### src/shared/ssbs_pkg.sv
package ssbs_pkg;
   // clock and time base
   localparam int CLK_PERIOD_NS  = 10;
   localparam int INDEX_UNIT_US  = 100;
   localparam int TENTH_CYCLES   = (INDEX_UNIT_US * 1000) / CLK_PERIOD_NS;
   localparam int TENTHS_PER_MS  = 10;

   // register byte offsets
   localparam logic [7:0] REG_STOP_MODE   = 8'h00;
   localparam logic [7:0] REG_DECEL_TORQ  = 8'h04;
   localparam logic [7:0] REG_DECEL_TIME  = 8'h08;
   localparam logic [7:0] REG_REL_DELAY   = 8'h0c;
   localparam logic [7:0] REG_STAT_DELAY  = 8'h10;
   localparam logic [7:0] REG_SPEED_THR   = 8'h14;
   localparam logic [7:0] REG_ROT_WAIT    = 8'h18;
   localparam logic [7:0] REG_IDX_WIDTH   = 8'h1c;
   localparam logic [7:0] REG_CONTROL     = 8'h20;
   localparam logic [7:0] REG_STATUS      = 8'h24;

   // field positions
   localparam int BASE_MODE_LSB   = 0;
   localparam int FORCED_MODE_LSB = 4;
   localparam int CTL_ENABLE_BIT  = 0;
   localparam int CTL_FORCE_BIT   = 1;
   localparam int ST_BRAKE_BIT    = 4;
   localparam int ST_POWER_BIT    = 5;
   localparam int ST_ACCEPT_BIT   = 6;
   localparam int ST_DB_BIT       = 7;
   localparam int ST_DECEL_BIT    = 8;

   // setting limits
   localparam logic [15:0] MAX_DECEL_TORQ = 16'h015e;
   localparam logic [15:0] MAX_DECEL_TIME = 16'hea60;
   localparam logic [15:0] MAX_DELAY_500  = 16'h01f4;
   localparam logic [15:0] MAX_SPEED_THR  = 16'h1770;
   localparam logic [15:0] MAX_ROT_WAIT   = 16'h03e8;
   localparam logic [15:0] MAX_IDX_WIDTH  = 16'h03e8;
   localparam logic [1:0]  MAX_MODE       = 2'h2;

   // values after reset, and the index width used for a zero setting
   localparam logic [9:0]  IDX_DEFAULT_WIDTH = 10'h001;
   localparam logic [1:0]  RST_MODE          = 2'h0;
   localparam logic [15:0] RST_SETTING       = 16'h0000;

   typedef enum logic [2:0] {
      SSBS_OFF,
      SSBS_RELEASE,
      SSBS_RUN,
      SSBS_DECEL,
      SSBS_HOLD_STATIC,
      SSBS_HOLD_ROT
   } ssbs_state_t;

   typedef struct packed {
      ssbs_state_t state;
      logic [15:0] msCount;
      logic [9:0]  idxCount;
      logic        idxOut;
      logic [1:0]  baseMode;
      logic [1:0]  forcedMode;
      logic [8:0]  decelTorque;
      logic [15:0] decelTime;
      logic [8:0]  releaseDelay;
      logic [8:0]  staticDelay;
      logic [12:0] speedThr;
      logic [9:0]  rotWait;
      logic [9:0]  idxWidth;
      logic        enableCmd;
      logic        forceCmd;
      logic [31:0] rdata;
   } ssbs_core_t;

   typedef struct packed {
      logic [16:0] cycles;
      logic [3:0]  tenths;
      logic        tickTenth;
      logic        tickMs;
   } ssbs_tick_t;
endpackage

### src/shared/ssbs_tick_if.sv
interface ssbs_tick_if;
   logic tickTenth;
   logic tickMs;
   modport src (output tickTenth, output tickMs);
   modport dst (input tickTenth, input tickMs);
endinterface

### src/rtl/ssbs_tick_gen.sv
module ssbs_tick_gen #(
   parameter int TENTH_MS_CYCLES = ssbs_pkg::TENTH_CYCLES
) (
   input  wire logic   sys_clk,
   input  wire logic   rst,
   input  wire logic   ce,
   ssbs_tick_if.src    tick
);
   import ssbs_pkg::*;

   localparam logic [16:0] LAST_CYCLE = 17'(TENTH_MS_CYCLES - 1);
   localparam logic [3:0]  LAST_TENTH = 4'(TENTHS_PER_MS - 1);

   ssbs_tick_t r_reg;
   ssbs_tick_t r_next;

   always_comb begin
      r_next = r_reg;
      r_next.tickTenth = 1'b0;
      r_next.tickMs = 1'b0;
      if (r_reg.cycles == LAST_CYCLE) begin
         r_next.cycles = '0;
         r_next.tickTenth = 1'b1;
         if (r_reg.tenths == LAST_TENTH) begin
            r_next.tenths = '0;
            r_next.tickMs = 1'b1; // see RL12
         end else begin
            r_next.tenths = r_reg.tenths + 4'h1;
         end
      end else begin
         r_next.cycles = r_reg.cycles + 17'h00001;
      end
   end

   always_ff @(posedge sys_clk) begin
      if (rst) begin
         r_reg <= '0;
      end else if (ce) begin
         r_reg <= r_next;
      end
   end

   // ticks are one-cycle pulses, masked so a frozen block never sees one twice
   assign tick.tickTenth = r_reg.tickTenth & ce;
   assign tick.tickMs = r_reg.tickMs & ce;
endmodule

### src/rtl/ssbs_sequencer.sv
// Behaviour
// RL1: forced stop uses base mode, torque decel or timed decel, then base mode
// RL2: hold decel-stop torque 0..350 percent, used for torque-based stops
// RL3: hold decel-stop time 0..60000 ms, used for time-based stops
// RL4: after brake release wait 0..500 ms before accepting motion commands
// RL5: after enable ignore position commands until static brake delay elapses
// RL6: stationary disable engages brake, keeps power for static delay, then off
// RL7: rotating disable asserts brake once speed drops below threshold 0..6000 rpm
// RL8: rotating disable asserts brake anyway when max wait 0..1000 ms expires
// RL9: index width setting 0..1000 in 0.1 ms; zero gives default width
// RL10: nonzero index width makes each index pulse last that many 0.1 ms
// RL11: base stop mode: 0 brake and hold, 1 brake then release, 2 coast
// RL12: all ms delays counted on common 1 ms tick, restarted per event
module ssbs_sequencer #(
   parameter int TENTH_MS_CYCLES = ssbs_pkg::TENTH_CYCLES
) (
   input  wire logic        sys_clk,
   input  wire logic        rst,
   input  wire logic        ce,
   input  wire logic [7:0]  paddr,
   input  wire logic        psel,
   input  wire logic        penable,
   input  wire logic        pwrite,
   input  wire logic [31:0] pwdata,
   output logic      [31:0] prdata,
   output logic             pready,
   output logic             pslverr,
   input  wire logic [12:0] motorSpeed,
   input  wire logic        posCmdValid,
   output logic             posCmdAccept,
   input  wire logic        indexEvent,
   output logic             indexPulse,
   output logic             holdBrake,
   output logic             motorPower,
   output logic             dynamicBrake,
   output logic             decelTorqueMode,
   output logic      [8:0]  decelTorqueLimit,
   output logic             decelTimeMode,
   output logic      [15:0] decelTimeMs
);
   import ssbs_pkg::*;

   ////////////////////////////////////////////////////////////////////////////
   // helpers

   function automatic logic [15:0] clampSetting(input logic [31:0] v,
                                                input logic [15:0] lim);
      logic [15:0] res;
      res = (v > {16'h0000, lim}) ? lim : v[15:0];
      return res;
   endfunction

   function automatic logic expired(input logic [15:0] cnt,
                                    input logic [15:0] lim);
      logic res;
      res = (cnt >= lim);
      return res;
   endfunction

   function automatic ssbs_core_t goTo(input ssbs_core_t c,
                                       input ssbs_state_t s);
      ssbs_core_t res;
      res = c;
      res.state = s;
      res.msCount = '0;
      return res;
   endfunction

   ////////////////////////////////////////////////////////////////////////////
   // time base

   ssbs_tick_if tick ();

   ssbs_tick_gen #(
      .TENTH_MS_CYCLES (TENTH_MS_CYCLES)
   ) u_tick (
      .sys_clk (sys_clk),
      .rst     (rst),
      .ce      (ce),
      .tick    (tick)
   );

   ////////////////////////////////////////////////////////////////////////////
   // state

   ssbs_core_t r_reg;
   ssbs_core_t r_next;

   logic        apbWrite;
   logic        apbSetup;
   logic        mapped;
   logic        stationary;
   logic        belowThr;
   logic [15:0] acceptDelay;
   logic [31:0] statusWord;
   logic [9:0]  idxTarget;

   assign apbWrite = psel & penable & pwrite;
   assign apbSetup = psel & ~penable;
   assign stationary = (motorSpeed == 13'h0000);
   assign belowThr = (motorSpeed < r_reg.speedThr); // see RL7
   // commands wait for both delays, the brake release and enable start together
   assign acceptDelay = (r_reg.releaseDelay > r_reg.staticDelay) ? {7'h00, r_reg.releaseDelay}
                                                                 : {7'h00, r_reg.staticDelay};
   assign idxTarget = (r_reg.idxWidth == 10'h000) ? IDX_DEFAULT_WIDTH : r_reg.idxWidth; // see RL9

   always_comb begin
      mapped = 1'b1;
      case (paddr)
         REG_STOP_MODE, REG_DECEL_TORQ, REG_DECEL_TIME, REG_REL_DELAY, REG_STAT_DELAY,
         REG_SPEED_THR, REG_ROT_WAIT, REG_IDX_WIDTH, REG_CONTROL, REG_STATUS: mapped = 1'b1;
         default: mapped = 1'b0;
      endcase
   end

   always_comb begin
      statusWord = '0;
      statusWord[2:0] = r_reg.state;
      statusWord[ST_BRAKE_BIT] = holdBrake;
      statusWord[ST_POWER_BIT] = motorPower;
      statusWord[ST_ACCEPT_BIT] = (r_reg.state == SSBS_RUN);
      statusWord[ST_DB_BIT] = dynamicBrake;
      statusWord[ST_DECEL_BIT] = (r_reg.state == SSBS_DECEL);
   end

   always_comb begin
      r_next = r_reg;

      // register writes, settings clamped to their legal ranges
      if (apbWrite) begin
         case (paddr)
            REG_STOP_MODE: begin
               r_next.baseMode = (pwdata[BASE_MODE_LSB+:2] > MAX_MODE) ? MAX_MODE
                                                                        : pwdata[BASE_MODE_LSB+:2];
               r_next.forcedMode = (pwdata[FORCED_MODE_LSB+:2] > MAX_MODE) ? MAX_MODE
                                                                            : pwdata[FORCED_MODE_LSB+:2];
            end
            REG_DECEL_TORQ: r_next.decelTorque = 9'(clampSetting(pwdata, MAX_DECEL_TORQ)); // see RL2
            REG_DECEL_TIME: r_next.decelTime = clampSetting(pwdata, MAX_DECEL_TIME); // see RL3
            REG_REL_DELAY: r_next.releaseDelay = 9'(clampSetting(pwdata, MAX_DELAY_500)); // see RL4
            REG_STAT_DELAY: r_next.staticDelay = 9'(clampSetting(pwdata, MAX_DELAY_500)); // see RL5
            REG_SPEED_THR: r_next.speedThr = 13'(clampSetting(pwdata, MAX_SPEED_THR)); // see RL7
            REG_ROT_WAIT: r_next.rotWait = 10'(clampSetting(pwdata, MAX_ROT_WAIT)); // see RL8
            REG_IDX_WIDTH: r_next.idxWidth = 10'(clampSetting(pwdata, MAX_IDX_WIDTH)); // see RL9
            REG_CONTROL: begin
               r_next.enableCmd = pwdata[CTL_ENABLE_BIT];
               r_next.forceCmd = pwdata[CTL_FORCE_BIT];
            end
            default: r_next.enableCmd = r_reg.enableCmd;
         endcase
      end

      // read data captured in the setup cycle so the access phase needs no wait
      if (apbSetup) begin
         case (paddr)
            REG_STOP_MODE: r_next.rdata = {26'h0, r_reg.forcedMode, 2'h0, r_reg.baseMode};
            REG_DECEL_TORQ: r_next.rdata = {23'h0, r_reg.decelTorque};
            REG_DECEL_TIME: r_next.rdata = {16'h0, r_reg.decelTime};
            REG_REL_DELAY: r_next.rdata = {23'h0, r_reg.releaseDelay};
            REG_STAT_DELAY: r_next.rdata = {23'h0, r_reg.staticDelay};
            REG_SPEED_THR: r_next.rdata = {19'h0, r_reg.speedThr};
            REG_ROT_WAIT: r_next.rdata = {22'h0, r_reg.rotWait};
            REG_IDX_WIDTH: r_next.rdata = {22'h0, r_reg.idxWidth};
            REG_CONTROL: r_next.rdata = {30'h0, r_reg.forceCmd, r_reg.enableCmd};
            REG_STATUS: r_next.rdata = statusWord;
            default: r_next.rdata = '0;
         endcase
      end

      // ms counter saturates so long waits never wrap into a false expiry
      if (tick.tickMs && (r_reg.msCount != 16'hffff)) begin
         r_next.msCount = r_reg.msCount + 16'h0001; // see RL12
      end

      case (r_reg.state)
         SSBS_OFF: begin
            if (r_reg.enableCmd && !r_reg.forceCmd) begin
               r_next = goTo(r_next, SSBS_RELEASE); // see RL12
            end
         end
         SSBS_RELEASE: begin
            if (r_reg.forceCmd || !r_reg.enableCmd) begin
               r_next = goTo(r_next, stationary ? SSBS_HOLD_STATIC : SSBS_HOLD_ROT);
            end else if (expired(r_reg.msCount, acceptDelay)) begin
               r_next = goTo(r_next, SSBS_RUN); // see RL4 // see RL5
            end
         end
         SSBS_RUN: begin
            if (r_reg.forceCmd) begin
               case (r_reg.forcedMode)
                  2'h1, 2'h2: r_next = goTo(r_next, SSBS_DECEL); // see RL1
                  default: r_next = goTo(r_next, stationary ? SSBS_HOLD_STATIC : SSBS_HOLD_ROT); // see RL1
               endcase
            end else if (!r_reg.enableCmd) begin
               r_next = goTo(r_next, stationary ? SSBS_HOLD_STATIC : SSBS_HOLD_ROT);
            end
         end
         SSBS_DECEL: begin
            // once stopped the base stop mode takes over through the off path
            if (stationary) begin
               r_next = goTo(r_next, SSBS_HOLD_STATIC); // see RL1
            end
         end
         SSBS_HOLD_STATIC: begin
            if (expired(r_reg.msCount, {7'h00, r_reg.staticDelay})) begin
               r_next = goTo(r_next, SSBS_OFF); // see RL6
            end
         end
         SSBS_HOLD_ROT: begin
            if (belowThr) begin
               r_next = goTo(r_next, SSBS_OFF); // see RL7
            end else if (expired(r_reg.msCount, {6'h00, r_reg.rotWait})) begin
               r_next = goTo(r_next, SSBS_OFF); // see RL8
            end
         end
         default: r_next = goTo(r_next, SSBS_OFF);
      endcase

      // index pulse, a new event restarts the width count
      if (indexEvent) begin
         r_next.idxOut = 1'b1;
         r_next.idxCount = '0;
      end else if (r_reg.idxOut && tick.tickTenth) begin
         if ((r_reg.idxCount + 10'h001) >= idxTarget) begin
            r_next.idxOut = 1'b0; // see RL10
            r_next.idxCount = '0;
         end else begin
            r_next.idxCount = r_reg.idxCount + 10'h001; // see RL10
         end
      end
   end

   always_ff @(posedge sys_clk) begin
      if (rst) begin
         r_reg <= '0;
         r_reg.state <= SSBS_OFF;
         r_reg.baseMode <= RST_MODE;
         r_reg.forcedMode <= RST_MODE;
         r_reg.decelTorque <= 9'(RST_SETTING);
         r_reg.decelTime <= RST_SETTING;
      end else if (ce) begin
         r_reg <= r_next;
      end
   end

   ////////////////////////////////////////////////////////////////////////////
   // outputs, decoded from registered state and live inputs, pslverr from the bus alone

   assign prdata = r_reg.rdata;
   assign pready = 1'b1;
   assign pslverr = psel & penable & ~mapped;

   assign posCmdAccept = posCmdValid & (r_reg.state == SSBS_RUN); // see RL5
   assign indexPulse = r_reg.idxOut;

   // brake engaged everywhere except while releasing, running, decelerating or still spinning down
   assign holdBrake = (r_reg.state == SSBS_OFF) || (r_reg.state == SSBS_HOLD_STATIC); // see RL6
   // power stays on through the static hold, the stationary brake needs time to bite
   assign motorPower = (r_reg.state == SSBS_RELEASE) || (r_reg.state == SSBS_RUN) ||
                       (r_reg.state == SSBS_DECEL) || (r_reg.state == SSBS_HOLD_STATIC); // see RL6

   always_comb begin
      dynamicBrake = 1'b0;
      if ((r_reg.state == SSBS_OFF) || (r_reg.state == SSBS_HOLD_ROT)) begin
         case (r_reg.baseMode)
            2'h0: dynamicBrake = 1'b1; // see RL11
            2'h1: dynamicBrake = ~stationary; // see RL11
            default: dynamicBrake = 1'b0; // see RL11
         endcase
      end
   end

   assign decelTorqueMode = (r_reg.state == SSBS_DECEL) && (r_reg.forcedMode == 2'h1); // see RL2
   assign decelTimeMode = (r_reg.state == SSBS_DECEL) && (r_reg.forcedMode == 2'h2); // see RL3
   assign decelTorqueLimit = r_reg.decelTorque;
   assign decelTimeMs = r_reg.decelTime;
endmodule

### config.mk
export PLATFORM = sky130hd
export DESIGN_NAME = ssbs_sequencer
export DESIGN_NICKNAME = d
export VERILOG_FILES = /design/src/shared/ssbs_pkg.sv /design/src/shared/ssbs_tick_if.sv /design/src/rtl/ssbs_tick_gen.sv /design/src/rtl/ssbs_sequencer.sv
export SDC_FILE = /design/constraint.sdc
export NUM_CORES = 1
export LEC_CHECK = 0
export BUFFER_PORTS_ARGS = -buffer_cell sky130_fd_sc_hd__clkbuf_2
export CORE_UTILIZATION = 31
export CTS_BUF_LIST = sky130_fd_sc_hd__clkbuf_4 sky130_fd_sc_hd__clkbuf_8 sky130_fd_sc_hd__clkbuf_16
export DETAILED_ROUTE_END_ITERATION = 12
export GPL_ROUTABILITY_DRIVEN = 0
export PLACE_DENSITY_LB_ADDON = 0.2
export SLEW_MARGIN = 15
export SYNTH_ARGS = -nofsm -noshare
export SYNTH_HDL_FRONTEND = slang
export SYNTH_HIERARCHICAL = 1
export SYNTH_SLANG_ARGS = --single-unit
### constraint.sdc
create_clock -name sys_clk -period 6.2 [get_ports sys_clk]
set_input_delay 0.31 -clock sys_clk [delete_from_list [all_inputs] [get_ports sys_clk]]
set_output_delay 0.31 -clock sys_clk [all_outputs]
set_load 0.05 [all_outputs]
==> results.ini, run 1 <==
[synth]
avgSynthCellArea_um2 = 8.13
async_flop_share_pct = 0
yosysTopAreaCell = dfxtp_1
yosysTopAreaCellShare_pct = 32.6
ys_warn_count = 6
netlist_area_um2 = 9270
synth_seq_area_share_pct = 32.6
netlist_top_cells_area = dfxtp_1 (33%), ha_1 (8.6%), nor2_1 (5.7%)
synth_ff_type = dfxtp_1
synth_edf_count = 0
synth_cell_type_count = 80
synthCells = 1140
synth-seq-cells = 151

[final_layout]
multiInputGateArea_um2 = 5390
ff_latch_area_um2 = 3020
area_growth_pct = 11.9
nets = 1310
n_fill_cell = 3067
layout_common_cells = dfxtp_1 (151), nor2_1 (139), clkbuf_2 (108), nand2_1 (98), ha_1 (64)
layout-drive-gt1-share_pct = 16.3
final_common_cell = dfxtp_1
largest_reg_flops = 86
antennaDiodeCount = 0

[floorplan]
start_util_pct = 31.9
core_um2 = 29100
die_h_um = 175
die_area_um2 = 30600
ioPinCount = 127
rows = 62
die_x_um = 175

[place]
io_buffers = 109
dp_slack_ps = 1670
hpwl_mm = 22.3

[cts]
ctsResizeCount = 0
cts_tree = done
path_clk_slew_ps = 80
htree_levels = 4
cts_inserted_buffers = 17
post_cts_buffers = 0
ctsHoldBuffers = 0
clockRootBuffer = clkbuf_16
clock-sinks = 151
clk_latency_ps = 440
clock_path_buffers = 2

[worst_setup_path]
critPathKind = register to register
endpoint_kind = register
required_ps = 6490
reg2reg_slack_ps = 1670
reg2reg_depth = 18
path_max_fanout = 18
timing.rr.end = r_reg[135]$_SDFFE_PP0P_
rr_startpoint = r_reg[68]$_SDFFE_PP0P_
critPathArrivalTime_ps = 4820
start_kind = register

[grt]
grt_util_all_layers_pct = 19.7
overflow = 0
grt_pass1_wl_mm = 46.8
grt_max_degree = 85
grt_antenna_before_repair = 0
grt_pass1_vias = 8106

[route]
drt_first_pass_iters = 5
via_per_inst = 5.45
antenna_left = 0
dr_total_vias = 8614
wl_per_cell_um = 19.0
post-route-drc-count = 0
drt-initial-drc-count = 755
wl_mm = 30.1

[timing]
clock-skew-final_ps = 10.5
min_period_ps = 4530
slew_violations = 0
finalSetupViolCount = 0
fin_ws_ps = 1670
fin_tns_setup_ps = 0
worst_pin_slew_ps = 1040
fmax_mhz = 221
rsz0062_at_grt = no
max_slew_margin_pct = 28.6
timing.final.crit_share_pct = 73.1
hold_viol = 0
whs_ps = 173

[flow_run]
max_cap_violations = 0

[hold_path]
min_path_cells = 3
worstHoldPathType = primary input to register
worstHoldStart = pwdata[13]
hold_end = decelTimeMs[13]$_SDFFE_PP0P_

[power]
vdd_drop_max_mv = 0.129
p_sw_share_pct = 27.1
cellLeakagePower_nw = 3.87
power.internal_mw = 1.62
p_seq_share_pct = 44.0
power_switching_mw = 0.602
combinationalPowerShare_pct = 6.6
power_density_nw_per_um2 = 214
clkPwrFrac_pct = 49.4

[status]
status = completed

-- layer usage --
layer,global-route usage [%],share of wire (%)
met1,28.0,48
met5,0,0
met4,4.96,1.3
met2,31.3,46
met3,2.55,5.0
-- power groups by stage --
stage | sequential, mW | combinational, mW | clock, mW
2_1_floorplan | 1.00 | 0.105 | 0
3_3_place_gp | 1.00 | 0.145 | 0
3_5_place_dp | 1.00 | 0.146 | 0
4_1_cts | 0.978 | 0.147 | 1.11
5_1_grt | 0.978 | 0.159 | 1.15
6_report | 0.978 | 0.147 | 1.10
-- metrics by stage --
step                utilization (%)  total power [mW]  instances  instance area, um^2
global route                   35.6              2.28       1582                10400
CTS                            35.6              2.24       1582                10400
global placement               33.5              1.15       1550                 9760
floorplan                         -              1.10       1155                 9330
detailed placement             33.5              1.15       1550                 9760
finish                         35.6              2.22       1582                10400
-- synthesized netlist by cell type (5+ instances only) --
cell type,instances
a211oi_1,32
a21o_1,7
a21oi_1,63
a221oi_1,15
a222oi_1,5
a22o_1,8
a22oi_1,30
a22oi_2,5
a311oi_1,9
and2_1,6
and3_1,15
buf_2,11
buf_4,61
clkbuf_1,33
dfxtp_1,151
ha_1,64
inv_1,60
mux2i_1,14
nand2_1,98
nand2b_1,12
nand3_1,59
nand4_1,17
nor2_1,140
nor2_2,6
nor2b_1,11
nor3_1,24
nor4_1,15
o211ai_1,7
o21a_1,8
o21ai_0,28
o221a_2,8
o221ai_1,7
xnor2_1,21
xor2_1,10
-- worst max-delay path: stages (launching register included) --
cell and delay [ps]:
dfxtp_1 370, inv_1 80, ha_1 320, nor2b_1 140
o21a_1 160, o21a_1 170, o211ai_1 190, a211oi_1 110
nor2_2 430, mux2_2 400, ha_1 270, nor2_1 40
a21oi_1 160, o31ai_1 100, a211oi_1 290, o21ai_2 100
buf_4 210, o21ai_1 660, o21ai_0 200
-- logic make-up after synthesis --
family / after synthesis / share of synthesized area, %
AO/OA/AOI/OAI: 275 / 22.0
XOR/XNOR: 31 / 2.93
adder cells (fa/ha/maj): 64 / 8.64
buffers and inverters: 171 / 9.85
flip-flops: 151 / 32.6
multiplexers: 16 / 1.75
other: 2 / 0.0810
AND/OR/NAND/NOR: 430 / 22.1
-- worst max path at each step --
stage | startpoint | to | slack, ps
6_report | r_reg[68]$_SDFFE_PP0P_ | r_reg[135]$_SDFFE_PP0P_ | 1670
3_5_place_dp | r_reg[68]$_SDFFE_PP0P_ | r_reg[135]$_SDFFE_PP0P_ | 1670
3_3_place_gp | r_reg[68]$_SDFFE_PP0P_ | r_reg[134]$_SDFFE_PP0P_ | 1760
4_1_cts | r_reg[68]$_SDFFE_PP0P_ | r_reg[135]$_SDFFE_PP0P_ | 1660
5_1_grt | r_reg[68]$_SDFFE_PP0P_ | r_reg[126]$_SDFFE_PP0P_ | 1280
2_1_floorplan | r_reg[141]$_SDFFE_PP0P_ | prdata[7]$_SDFFE_PP0P_ | 2360
-- layout make-up --
type	instances	share of cell area (%)
multi-input combinational	833	52.0
clock buffer	17	4.10
tap	384	4.63
clock inverter	15	1.77
sequential	151	29.2
timing repair buffer	120	6.08
inverter	62	2.24
No activity file was read; power rests on OpenSTA's default activity.
==> run 2: changes to the inputs <==
==> constraint.sdc (replaced) <==
create_clock -name sys_clk -period 3.9 [get_ports sys_clk]
set_input_delay 0.195 -clock sys_clk [delete_from_list [all_inputs] [get_ports sys_clk]]
set_output_delay 0.195 -clock sys_clk [all_outputs]
set_load 0.05 [all_outputs]
==> run 2 against run 1 <==
Compared with the run above:
- critical path type unchanged
- combinational power grew 61%
- die area is the same
- largest cell class unchanged
- core utilization grew 0.64 points
- total power grew 54%
- wire length grew 1.3%
- sequential share of layout area shrank 0.48 points
- highest routed layer unchanged
==> results.ini, run 2 (synthesis gave the netlist of run 1 again) <==
[worst_setup_path]
start_kind = register
required_ps = 4250  ; -2240 ps
rr_startpoint = r_reg[77]$_SDFFE_PP0P_
endpoint_kind = register
critPathLaunch = r_reg[77]$_SDFFE_PP0P_
critPathKind = register to register
reg2reg_depth = 18  ; unchanged
critPathArrivalTime_ps = 4020  ; -800 ps
path_max_fanout = 6  ; -12

[place]
hpwl_mm = 22.6  ; +1.7%
dp_slack_ps = 76.1  ; -1600 ps
io_buffers = 109  ; unchanged

[power]
clkPwrFrac_pct = 47.6  ; -1.8 points
finalPower_mw = 3.42  ; +54%
power_switching_mw = 0.922  ; +53%
p_seq_share_pct = 45.4  ; +1.4 points
vdd_drop_max_mv = 0.177  ; +37%
power_density_nw_per_um2 = 324  ; +51%
combinationalPowerShare_pct = 6.9  ; +0.3 points
power.internal_mw = 2.50  ; +54%
p_sw_share_pct = 26.9  ; -0.16 points
cellLeakagePower_nw = 3.97  ; +2.6%

[route]
post-route-drc-count = 0  ; unchanged
antenna_left = 0  ; unchanged
wl_mm = 30.5  ; +1.3%
via_per_inst = 5.43  ; -0.22%
drt-initial-drc-count = 791  ; +4.8%
dr_total_vias = 8698  ; +0.98%
drt_first_pass_iters = 5  ; unchanged
wl_per_cell_um = 19.0  ; +0.13%

[cts]
clockRootBuffer = clkbuf_16
cts_tree = done
htree_levels = 4  ; unchanged
clock-sinks = 151  ; unchanged
cts_inserted_buffers = 17  ; unchanged
path_clk_slew_ps = 70  ; about the same
clock_path_buffers = 2  ; unchanged
clk_latency_ps = 430  ; about the same

[final_layout]
layout-drive-gt1-share_pct = 18.7  ; +2.5 points
final_util_pct = 36.3  ; +0.64 points
area_growth_pct = 13.9
final_common_cell = dfxtp_1
largest_reg_flops = 86  ; unchanged
nets = 1330  ; +1.5%
antennaDiodeCount = 0  ; unchanged
layout_common_cells = dfxtp_1 (148), nor2_1 (139), clkbuf_2 (108), nand2_1 (98)

[floorplan]
die_h_um = 175  ; unchanged
die_x_um = 175  ; unchanged
rows = 62  ; unchanged
die_area_um2 = 30600  ; unchanged
start_util_pct = 31.9  ; unchanged
core_um2 = 29100  ; unchanged
ioPinCount = 127  ; unchanged

[grt]
grt_pass1_vias = 8159  ; +0.65%
grt_antenna_before_repair = 0  ; unchanged
grt_max_degree = 85  ; unchanged
grt_pass1_wl_mm = 47.1  ; +0.65%
overflow = 0  ; unchanged
grt_util_all_layers_pct = 19.9  ; +0.16 points

[timing]
worst_pin_slew_ps = 1020  ; -23.5 ps
min_period_ps = 3670  ; -861 ps
max_slew_margin_pct = 32.0  ; +3.4 points
hold_viol = 0  ; unchanged
fmax_mhz = 273  ; +23%
fin_tns_setup_ps = 0  ; unchanged
timing.final.crit_share_pct = 94.1  ; +21 points
finalSetupViolCount = 0  ; unchanged
clock-skew-final_ps = 14.4  ; +3.96 ps
whs_ps = 48.5  ; -124 ps
slew_violations = 0  ; unchanged
fin_ws_ps = 231  ; -1440 ps

[hold_path]
worstHoldStart = pwdata[13]
min_path_cells = 3  ; unchanged
worstHoldPathType = primary input to register

[flow_run]
max_cap_violations = 0  ; unchanged

[status]
status = completed

run 2: cell types whose count changed in the layout (fill, tap and decap cells not counted), moves of 3 or more:
cell,previous run,this run
buf_4,12,29
dfxtp_1,151,148
dfxtp_2,0,3
o311ai_0,3,0
run 2: final cells by class:
| type | count | area (um^2) |
|---|---|---|
| fill | 3059 | 18500 |
| tap | 384 | 480 |
| sequential | 151 | 3030 |
| inverter | 62 | 233 |
| multi-input combinational | 833 | 5460 |
| clock buffer | 17 | 425 |
| timing repair buffer | 140 | 795 |
| clock inverter | 14 | 140 |
run 2: stage by stage:
step,cell area [um^2],instances
6_report,10600,1601
4_1_cts,10400,1597
3_3_place_gp,9880,1566
3_5_place_dp,9880,1566
2_1_floorplan,9330,1155
5_1_grt,10600,1601
run 2: worst paths after layout:
check | to | slack, ps
setup / recovery | r_reg[139]$_SDFFE_PP0P_ | 230
hold / removal | decelTimeMs[13]$_SDFFE_PP0P_ | 50
setup reg to reg | r_reg[139]$_SDFFE_PP0P_ | 230
hold reg to reg | prdata[6]$_SDFFE_PP0P_ | 460
run 2: critical path, cell delays in order, from the launching register on:
cell and delay (ps):
dfxtp_2 390, ha_4 220, nor2b_1 120, o21a_1 160, o21a_1 160, o211ai_1 240
a211oi_2 110, nor2_2 110, buf_4 130, mux2_2 320, ha_1 270, nor2_1 110
a21oi_1 90, o31ai_2 280, a211oi_2 110, o21ai_2 250, o21ai_2 110, buf_6 180
o31ai_2 200
run 2: per-layer routing:
layer | wire length [um] | share of wire (%) | vias up | global-route usage (%)
met4 | 504 | 1.7 | 0 | 5.33
met3 | 1790 | 5.9 | 34 | 2.94
met5 | 0 | 0 | - | 0
li1 | - | - | 4198 | -
met2 | 13800 | 45 | 282 | 30.8
met1 | 14400 | 47 | 4184 | 28.6
run 2: what timing repair did:
| item | 4_1_cts | 5_1_grt |
|---|---|---|
| gates resized for setup | 0 | 21 |
| hold buffers | 0 | 0 |
| setup buffers | 0 | 3 |
| setup endpoints to repair | 0 | 19 |
run 2: power by group through the flow:
stage / sequential [mW] / combinational, mW / clock (mW)
floorplan: 1.59 / 0.167 / 0
global placement: 1.59 / 0.232 / 0
detailed placement: 1.59 / 0.233 / 0
CTS: 1.56 / 0.234 / 1.66
global route: 1.56 / 0.257 / 1.72
finish: 1.56 / 0.237 / 1.63
